$ cat config.mk
export PLATFORM = sky130hd
export DESIGN_NAME = dcwd_top
export DESIGN_NICKNAME = d
export VERILOG_FILES = /design/src/logic/dcwd_pkg.sv /design/src/logic/dcwd_top.sv
export VERILOG_INCLUDE_DIRS = /design/src /design/src/logic
export SDC_FILE = /design/constraint.sdc
export NUM_CORES = 1
export LEC_CHECK = 0
export CORE_ASPECT_RATIO = 0.8
export CORE_MARGIN = 1.5
export CORE_UTILIZATION = 50
export CTS_BUF_LIST = sky130_fd_sc_hd__clkbuf_2 sky130_fd_sc_hd__clkbuf_4 sky130_fd_sc_hd__clkbuf_8
export DETAILED_ROUTE_END_ITERATION = 16
export DONT_BUFFER_PORTS = 1
export PLACE_DENSITY = 0.65
export SETUP_SLACK_MARGIN = 0.5
export SYNTH_ARGS = -nofsm -noshare
export SYNTH_HDL_FRONTEND = slang
export SYNTH_SLANG_ARGS = --single-unit
$ cat constraint.sdc
create_clock -name core_clk_i -period 2.52 [get_ports core_clk_i]
set_input_delay 0.126 -clock core_clk_i [delete_from_list [all_inputs] [get_ports core_clk_i]]
set_output_delay 0.126 -clock core_clk_i [all_outputs]
set_load 0.005 [all_outputs]
$ cat src/logic/dcwd_consts.svh
`ifndef DCWD_CONSTS_SVH
`define DCWD_CONSTS_SVH

// Register byte offsets
`define DCWD_OFF_CFG      8'h00
`define DCWD_OFF_STATUS   8'h04
`define DCWD_OFF_WDOG     8'h08
`define DCWD_OFF_PWM_KEY  8'h0C

// Configuration word width and erased (all ones) reset value
`define DCWD_CFG_W        17
`define DCWD_CFG_ERASED   17'h1FFFF

// Status register field positions
`define DCWD_ST_LOADED    0
`define DCWD_ST_UNLOCKED  1
`define DCWD_ST_REMAP     2
`define DCWD_ST_ON_FRC    3
`define DCWD_ST_KEYSTAGE  4

// Software watchdog enable position and reset value
`define DCWD_WDOG_SW_BIT  0
`define DCWD_WDOG_SW_RST  1'h0

// PWM unlock key pair, written in this order
`define DCWD_PWM_KEY_A    32'h0000ABCD
`define DCWD_PWM_KEY_B    32'h00004321

// Cycles after reset release before the stored word may be taken
`define DCWD_LOAD_SETTLE  2'h3

`endif

$ cat src/logic/dcwd_pkg.sv
package dcwd_pkg;

    typedef struct packed {
        logic       test_port_enable;
        logic       pll_lock_enable;
        logic       wdog_window_disable;
        logic       wdog_hw_enable;
        logic [1:0] primary_osc_mode;
        logic       clkout_pin_func;
        logic       pin_remap_one_shot;
        logic [1:0] clk_switch_monitor_mode;
        logic [2:0] osc_source_sel;
        logic       pwm_key_lock_en;
        logic       two_speed_startup_en;
        logic       write_protect_n;
        logic       code_protect_n;
    } dcwd_cfg_t;

    typedef enum logic [2:0] {
        OSC_FAST_RC,
        OSC_FAST_RC_DIV_N_PLL,
        OSC_PRIMARY,
        OSC_PRIMARY_PLL,
        OSC_RESERVED,
        OSC_LOW_POWER_RC,
        OSC_FAST_RC_DIV_16,
        OSC_FAST_RC_DIV_N
    } dcwd_osc_t;

    typedef enum logic [1:0] {
        POSC_EXTERNAL_CLOCK_IN,
        POSC_CRYSTAL_LOW_RANGE,
        POSC_CRYSTAL_HIGH_SPEED,
        POSC_DISABLED
    } dcwd_posc_t;

    typedef enum logic [1:0] {
        ST_LOAD,
        ST_FAST_RC_START,
        ST_RUN
    } dcwd_state_t;

    typedef struct packed {
        logic       cfg_valid;
        logic       code_protect;
        logic       write_protect;
        dcwd_osc_t  osc_sel;
        logic       osc_reserved;
        dcwd_osc_t  active_src;
        logic       clk_switch_en;
        logic       fail_safe_en;
        dcwd_posc_t primary_mode;
        logic       clkout_route;
        logic       osc_pin_two_gpio;
        logic       wdog_run;
        logic       low_power_rc_keep_on;
        logic       wdog_window_mode;
        logic       pll_lock_en;
        logic       tms_pullup_en;
        logic       pwm_write_allow;
        logic       remap_write_allow;
    } dcwd_ctl_t;

endpackage

$ cat src/logic/dcwd_top.sv
// Summary of operation
// - Code-protect field 0 protects all program memory
// - Write-protect field 0 blocks program memory writes
// - Two-speed start on fast RC, then switch
// - PWM lock needs key sequence before writes
// - Decode three-bit oscillator source select field
// - Decode clock switching and fail-safe monitor mode
// - One-shot field allows single pin remap
// - Clock-out on pin two unless crystal mode
// - Decode two-bit primary oscillator mode field
// - Hardware watchdog enable forces watchdog always on
// - Otherwise software bit runs watchdog, RC clock
// - Window-disable 0 selects watchdog window mode
// - PLL lock enable follows its field
// - Erased test-port field 1 enables TMS pull-up
//
// Added by the designer: the AHB-Lite interface to the registers and the address map.
`include "dcwd_consts.svh"

module dcwd_top (
    input  wire logic                      core_clk_i,      // Core clock
    input  wire logic                      resetn_i,        // Async reset
    input  wire logic                      ce_i,            // Clock enable
    input  wire logic [`DCWD_CFG_W-1:0]    nv_cfg_i,        // Stored word
    input  wire logic                      sel_osc_ready_i, // Source ready
    input  wire logic                      pwm_wr_i,        // PWM reg write
    input  wire logic                      remap_done_i,    // Remap made
    input  wire logic                      hsel_i,          // AHB select
    input  wire logic [31:0]               haddr_i,         // AHB address
    input  wire logic [1:0]                htrans_i,        // AHB transfer
    input  wire logic                      hwrite_i,        // AHB write
    input  wire logic [2:0]                hsize_i,         // AHB size
    input  wire logic [31:0]               hwdata_i,        // AHB wdata
    input  wire logic                      hready_i,        // AHB ready
    output logic      [31:0]               hrdata_o,        // AHB rdata
    output logic                           hreadyout_o,     // AHB ready out
    output logic                           hresp_o,         // AHB response
    output dcwd_pkg::dcwd_ctl_t            ctl_o            // Decoded ctl
);

    ////////////////////////////////////////////////////////////////////////
    // Stored configuration capture

    logic [`DCWD_CFG_W-1:0] nv_s1;
    logic [`DCWD_CFG_W-1:0] nv_s2;
    logic [`DCWD_CFG_W-1:0] nv_s3;
    logic [1:0]             settle_cnt;
    logic                   loaded_q;
    dcwd_pkg::dcwd_cfg_t    cfg_q;
    logic                   rdy_s1;
    logic                   rdy_s2;
    logic                   rdy_s3;

    // Stored word and source ready come from outside this clock domain
    always_ff @(posedge core_clk_i or negedge resetn_i) begin
        if (!resetn_i) begin
            nv_s1 <= `DCWD_CFG_ERASED;
            nv_s2 <= `DCWD_CFG_ERASED;
            nv_s3 <= `DCWD_CFG_ERASED;
            rdy_s1 <= 1'b0;
            rdy_s2 <= 1'b0;
            rdy_s3 <= 1'b0;
        end else if (ce_i) begin
            nv_s1 <= nv_cfg_i;
            nv_s2 <= nv_s1;
            nv_s3 <= nv_s2;
            rdy_s1 <= sel_osc_ready_i;
            rdy_s2 <= rdy_s1;
            rdy_s3 <= rdy_s2;
        end
    end

    always_ff @(posedge core_clk_i or negedge resetn_i) begin
        if (!resetn_i) begin
            settle_cnt <= 2'h0;
        end else if (ce_i && settle_cnt != `DCWD_LOAD_SETTLE) begin
            settle_cnt <= settle_cnt + 2'h1;
        end
    end

    // Taken once after release; later changes of the store are ignored
    always_ff @(posedge core_clk_i or negedge resetn_i) begin
        if (!resetn_i) begin
            cfg_q    <= dcwd_pkg::dcwd_cfg_t'(`DCWD_CFG_ERASED);
            loaded_q <= 1'b0;
        end else if (ce_i && !loaded_q && settle_cnt == `DCWD_LOAD_SETTLE
                     && nv_s2 == nv_s3) begin
            cfg_q    <= dcwd_pkg::dcwd_cfg_t'(nv_s3);
            loaded_q <= 1'b1;
        end
    end

    ////////////////////////////////////////////////////////////////////////
    // Start-up clock sequencing

    dcwd_pkg::dcwd_state_t state_q;
    logic                  rdy_ok;

    // Ready counts only once the last two stages are both high
    assign rdy_ok = rdy_s2 && rdy_s3;

    always_ff @(posedge core_clk_i or negedge resetn_i) begin
        if (!resetn_i) begin
            state_q <= dcwd_pkg::ST_LOAD;
        end else if (ce_i) begin
            unique case (state_q)
                dcwd_pkg::ST_LOAD: begin
                    if (loaded_q && cfg_q.two_speed_startup_en) begin
                        state_q <= dcwd_pkg::ST_FAST_RC_START;
                    end else if (loaded_q) begin
                        state_q <= dcwd_pkg::ST_RUN;
                    end
                end
                dcwd_pkg::ST_FAST_RC_START: begin
                    if (rdy_ok) begin
                        state_q <= dcwd_pkg::ST_RUN;
                    end
                end
                dcwd_pkg::ST_RUN: state_q <= dcwd_pkg::ST_RUN;
            endcase
        end
    end

    ////////////////////////////////////////////////////////////////////////
    // AHB-Lite slave

    logic        addr_ok;
    logic        wr_pend_q;
    logic [7:0]  wr_addr_q;
    logic        wdog_sw_q;
    logic        key_stage_q;
    logic        pwm_unlocked_q;
    logic        remap_used_q;
    logic        key_wr;
    logic        key_done;
    logic [31:0] next_rdata;

    assign addr_ok = hsel_i && htrans_i[1] && hready_i;
    assign key_wr  = wr_pend_q && wr_addr_q == `DCWD_OFF_PWM_KEY;
    assign key_done = key_wr && key_stage_q && hwdata_i == `DCWD_PWM_KEY_B;

    always_ff @(posedge core_clk_i or negedge resetn_i) begin
        if (!resetn_i) begin
            wr_pend_q <= 1'b0;
            wr_addr_q <= 8'h00;
        end else if (ce_i) begin
            wr_pend_q <= addr_ok && hwrite_i;
            wr_addr_q <= haddr_i[7:0];
        end
    end

    always_ff @(posedge core_clk_i or negedge resetn_i) begin
        if (!resetn_i) begin
            wdog_sw_q <= `DCWD_WDOG_SW_RST;
        end else if (ce_i && wr_pend_q && wr_addr_q == `DCWD_OFF_WDOG) begin
            wdog_sw_q <= hwdata_i[`DCWD_WDOG_SW_BIT];
        end
    end

    // Key A then key B as consecutive writes; any other write restarts the sequence
    always_ff @(posedge core_clk_i or negedge resetn_i) begin
        if (!resetn_i) begin
            key_stage_q <= 1'b0;
        end else if (ce_i && key_wr) begin
            key_stage_q <= hwdata_i == `DCWD_PWM_KEY_A;
        end else if (ce_i && wr_pend_q) begin
            key_stage_q <= 1'b0;
        end
    end

    // One unlock buys one PWM write; a fresh key beats the consume
    always_ff @(posedge core_clk_i or negedge resetn_i) begin
        if (!resetn_i) begin
            pwm_unlocked_q <= 1'b0;
        end else if (ce_i) begin
            if (key_done) begin
                pwm_unlocked_q <= 1'b1;
            end else if (pwm_wr_i) begin
                pwm_unlocked_q <= 1'b0;
            end
        end
    end

    always_ff @(posedge core_clk_i or negedge resetn_i) begin
        if (!resetn_i) begin
            remap_used_q <= 1'b0;
        end else if (ce_i && loaded_q && remap_done_i) begin
            remap_used_q <= 1'b1;
        end
    end

    always_comb begin
        next_rdata = 32'h0000_0000;
        unique case (haddr_i[7:0])
            `DCWD_OFF_CFG: begin
                next_rdata[`DCWD_CFG_W-1:0] = cfg_q;
            end
            `DCWD_OFF_STATUS: begin
                next_rdata[`DCWD_ST_LOADED]   = loaded_q;
                next_rdata[`DCWD_ST_UNLOCKED] = pwm_unlocked_q;
                next_rdata[`DCWD_ST_REMAP]    = remap_used_q;
                next_rdata[`DCWD_ST_ON_FRC]   = state_q != dcwd_pkg::ST_RUN;
                next_rdata[`DCWD_ST_KEYSTAGE] = key_stage_q;
            end
            `DCWD_OFF_WDOG: begin
                next_rdata[`DCWD_WDOG_SW_BIT] = wdog_sw_q;
            end
            default: next_rdata = 32'h0000_0000;
        endcase
    end

    always_ff @(posedge core_clk_i or negedge resetn_i) begin
        if (!resetn_i) begin
            hrdata_o <= 32'h0000_0000;
        end else if (ce_i) begin
            hrdata_o <= (addr_ok && !hwrite_i) ? next_rdata : 32'h0000_0000;
        end
    end

    // Zero wait states and an OKAY answer to every access
    always_ff @(posedge core_clk_i or negedge resetn_i) begin
        if (!resetn_i) begin
            hreadyout_o <= 1'b1;
            hresp_o     <= 1'b0;
        end else begin
            hreadyout_o <= 1'b1;
            hresp_o     <= 1'b0;
        end
    end

    ////////////////////////////////////////////////////////////////////////
    // Field decode

    dcwd_pkg::dcwd_ctl_t next_ctl;
    logic                crystal;

    assign crystal =
        cfg_q.primary_osc_mode == 2'(dcwd_pkg::POSC_CRYSTAL_LOW_RANGE)
        || cfg_q.primary_osc_mode == 2'(dcwd_pkg::POSC_CRYSTAL_HIGH_SPEED);

    always_comb begin
        next_ctl               = '0;
        next_ctl.cfg_valid     = loaded_q;
        next_ctl.code_protect  = !cfg_q.code_protect_n;
        next_ctl.write_protect = !cfg_q.write_protect_n;
        next_ctl.osc_sel       =
            dcwd_pkg::dcwd_osc_t'(cfg_q.osc_source_sel);
        next_ctl.osc_reserved  =
            cfg_q.osc_source_sel == 3'(dcwd_pkg::OSC_RESERVED);
        next_ctl.active_src    = (state_q == dcwd_pkg::ST_RUN)
                               ? next_ctl.osc_sel
                               : dcwd_pkg::OSC_FAST_RC;
        next_ctl.clk_switch_en = !cfg_q.clk_switch_monitor_mode[1];
        next_ctl.fail_safe_en  = cfg_q.clk_switch_monitor_mode == 2'h0;
        next_ctl.primary_mode  =
            dcwd_pkg::dcwd_posc_t'(cfg_q.primary_osc_mode);
        next_ctl.clkout_route  = cfg_q.clkout_pin_func && !crystal;
        next_ctl.osc_pin_two_gpio = !cfg_q.clkout_pin_func
                                 && !crystal;
        next_ctl.wdog_run      = cfg_q.wdog_hw_enable
                              || wdog_sw_q;
        next_ctl.low_power_rc_keep_on  = cfg_q.wdog_hw_enable
                              || wdog_sw_q;
        next_ctl.wdog_window_mode = !cfg_q.wdog_window_disable;
        next_ctl.pll_lock_en   = cfg_q.pll_lock_enable;
        next_ctl.tms_pullup_en = cfg_q.test_port_enable;
        next_ctl.pwm_write_allow = !cfg_q.pwm_key_lock_en
                                || pwm_unlocked_q;
        next_ctl.remap_write_allow = !cfg_q.pin_remap_one_shot
                                  || !remap_used_q;
    end

    always_ff @(posedge core_clk_i or negedge resetn_i) begin
        if (!resetn_i) begin
            ctl_o <= '0;
        end else if (ce_i) begin
            ctl_o <= next_ctl;
        end
    end
endmodule
==> impl_metrics.json <==
{
  "hold_violations": 128,
  "slew_viol_final": 0,
  "finalSetupViolations": 0,
  "violations": "hold timing",
  "core_area_um2": 10400,
  "async_reset_ff_share_pct": 100,
  "cts_tree": "yes",
  "arrival_ns": 2.36,
  "synth_area_per_cell_um2": 14.0,
  "die_x_um": 119,
  "finalCritPeriodShare_pct": 79.4,
  "clock_latency_ns": 0.44,
  "grt_max_degree": 129,
  "synth_cells": 388,
  "layout_commonest_cell": "mux2_2",
  "synth_ff_type": "dfstp_2",
  "ant_nets": 0,
  "cts_sinks": 128,
  "synth_area_um2": 5430,
  "first_iter_violations": 182,
  "finalWirelength_um": 10600,
  "track_usage_pct": 19.8,
  "viasPerCell": 5.42,
  "avgRoutedWirePerCell_um": 17.7,
  "crit_path_start_kind": "flip-flop",
  "area_growth_syn_to_layout_pct": 19.4,
  "pin_count": 152,
  "total_leakage_power_nw": 2.74,
  "grt_overflow_total": 0,
  "start_util_pct": 52.2,
  "cts_buffers": 17,
  "filler_cell_count": 795,
  "final_cell_mix": "mux2_2, dfstp_2, dfrtp_1",
  "vdd_drop_max_v": 0.000442,
  "gp_congestion": 0.669,
  "clk_pin_slew_worst_paths_ns": 0.07,
  "yosys_warnings": 0,
  "layout-drive-gt1-share_pct": 43.9,
  "die_area_um2": 11500,
  "fmax_ghz": 0.500,
  "endpoint_kind": "flip-flop",
  "synth_cell_types": 39,
  "ys_seq_area_share_pct": 60.6,
  "cts-root-buf": "clkbuf_8",
  "crit_fanout": 7,
  "clock_skew_ns": 0.0171,
  "grt_pass1_vias": 3239,
  "final.setup.tns_ns": 0,
  "cts_max_path_buffers": 2,
  "placed_cell_area_um2": 5480,
  "nNetsFinal": 544,
  "finalInstanceArea_um2": 6480,
  "r2r_cells": 6,
  "min_period_ns": 2.00,
  "power_density_nw_per_um2": 731,
  "port_buffers": 0,
  "timing.hold.ws_ns": -0.610,
  "drt_pass1_iterations": 4,
  "crit_required_ns": 2.88,
  "grt_pass1_wl_um": 17000,
  "hp-class": "input port to async pin",
  "vias": 3242,
  "diodes": 0,
  "die_y_um": 96.2,
  "dp_hpwl_um": 6480,
  "crit_type": "flip-flop to flip-flop",
  "h-tree-depth": 4,
  "rows": 33,
  "synth_edf_count": 0,
  "ys_seq_elements": 128,
  "rsz0062_at_grt": "yes",
  "status": "finished with violations",
  "drc": 0,
  "antenna_found_initial": 0,
  "drv_cap": 0
}
==> area by class of cell <==
class,count,area (um2),share of cell area (%)
Timing Repair Buffer,57,582,8.98
Clock inverter,4,72.6,1.12
Multi-Input combinational cell,231,1970,30.4
Inverter,10,37.5,0.579
Clock buffer,28,354,5.47
Sequential cell,128,3290,50.8
Tap cell,140,175,2.70
==> report_power, final <==
part           internal, mW  switching, mW  total [mW]
clock                  1.09          0.738        1.83
combinational         0.281          0.168       0.448
sequential             2.32          0.135        2.46
==> critical path, stage by stage, from the launching register on <==
cell	delay, ns
dfstp_2	0.56
xor2_1	0.08
nor4_2	0.35
nand3_1	0.18
nor4_4	0.19
buf_4	0.22
mux2_2	0.34
==> cells in the mapped netlist (all sizes together) (7+ instances only) <==
library cell | number | share of area, %
mux2 | 90 | 19
a22o | 14 | 2.3
nand3 | 7 | 0.65
dfrtp | 60 | 28
nand2 | 13 | 0.90
buf | 26 | 3.2
clkbuf | 8 | 0.55
xor2 | 14 | 2.3
dfstp | 68 | 33
o21ai | 9 | 0.83
inv | 10 | 0.69
nor4 | 10 | 1.4
nor2 | 10 | 0.69
==> cells by family (layout without fill, tap and decap cells) <==
kind of cell    after synthesis  count (layout)  share of synthesized area (%)
fa+ha+maj                     4               4                          0.922
flops                       128             128                           60.6
other cells                   2              17                          0.138
xor+xnor                     19              19                           3.07
buf+inv                      44              99                           4.45
simple gates                 58              58                           6.04
mux                          94              94                           19.4
compound gates               39              39                           5.37
==> through the flow <==
| stage | utilization (%) | worst slack [ns] | instances | total power, mW |
|---|---|---|---|---|
| after detailed placement | 52.7 | 0.399 | 513 | 2.84 |
| after floorplan | - | 0.539 | 403 | 2.79 |
| after global placement | 52.7 | 0.442 | 513 | 2.81 |
| final | 62.3 | 0.519 | 598 | 4.74 |
| after CTS | 62.1 | 0.490 | 597 | 4.78 |
| after global routing | 62.3 | 0.408 | 598 | 4.95 |
==> routing by layer <==
metal / wire [um] / vias to the layer above / track usage (%)
met4: 165 / 0 / 8.04
met3: 673 / 14 / 7.11
met2: 4970 / 90 / 30.4
li1: - / 1467 / -
met5: 0 / - / 0
met1: 4780 / 1671 / 25.9
==> what timing repair did <==
action                                  CTS  global route
buffers inserted                          0             0
pin swaps                                 0             0
resized for setup                         2             2
hold endpoints to repair                219           130
endpoints found under the setup margin   17            24
hold buffers                             52             1
==> final timing paths <==
kind	start	end	slack, ns
max in group asynchronous	resetn_i	nv_s1[16]	2.82
hold / removal	resetn_i	ctl_o[9]	-0.61
setup reg to reg	nv_s2[11]	cfg_q[2]	0.52
setup / recovery	nv_s2[11]	cfg_q[2]	0.52
hold reg to reg	settle_cnt[0]	settle_cnt[0]	0.49
min in group core_clk_i	hwdata_i[2]	key_stage_q	0.03
==> sequential cells by signal, summed over array words and instances (netlist names) <==
register        flops
pwm_unlocked_q      1
nv_s1              17
state_q             2
ctl_o              22
loaded_q            1
hrdata_o           17
wr_addr_q           8
nv_s2              17
rdy_s2              1
wr_pend_q           1
rdy_s1              1
settle_cnt          2
wdog_sw_q           1
key_stage_q         1
remap_used_q        1
cfg_q              17
nv_s3              17
rdy_s3              1
(Power assumes the default switching activity.)
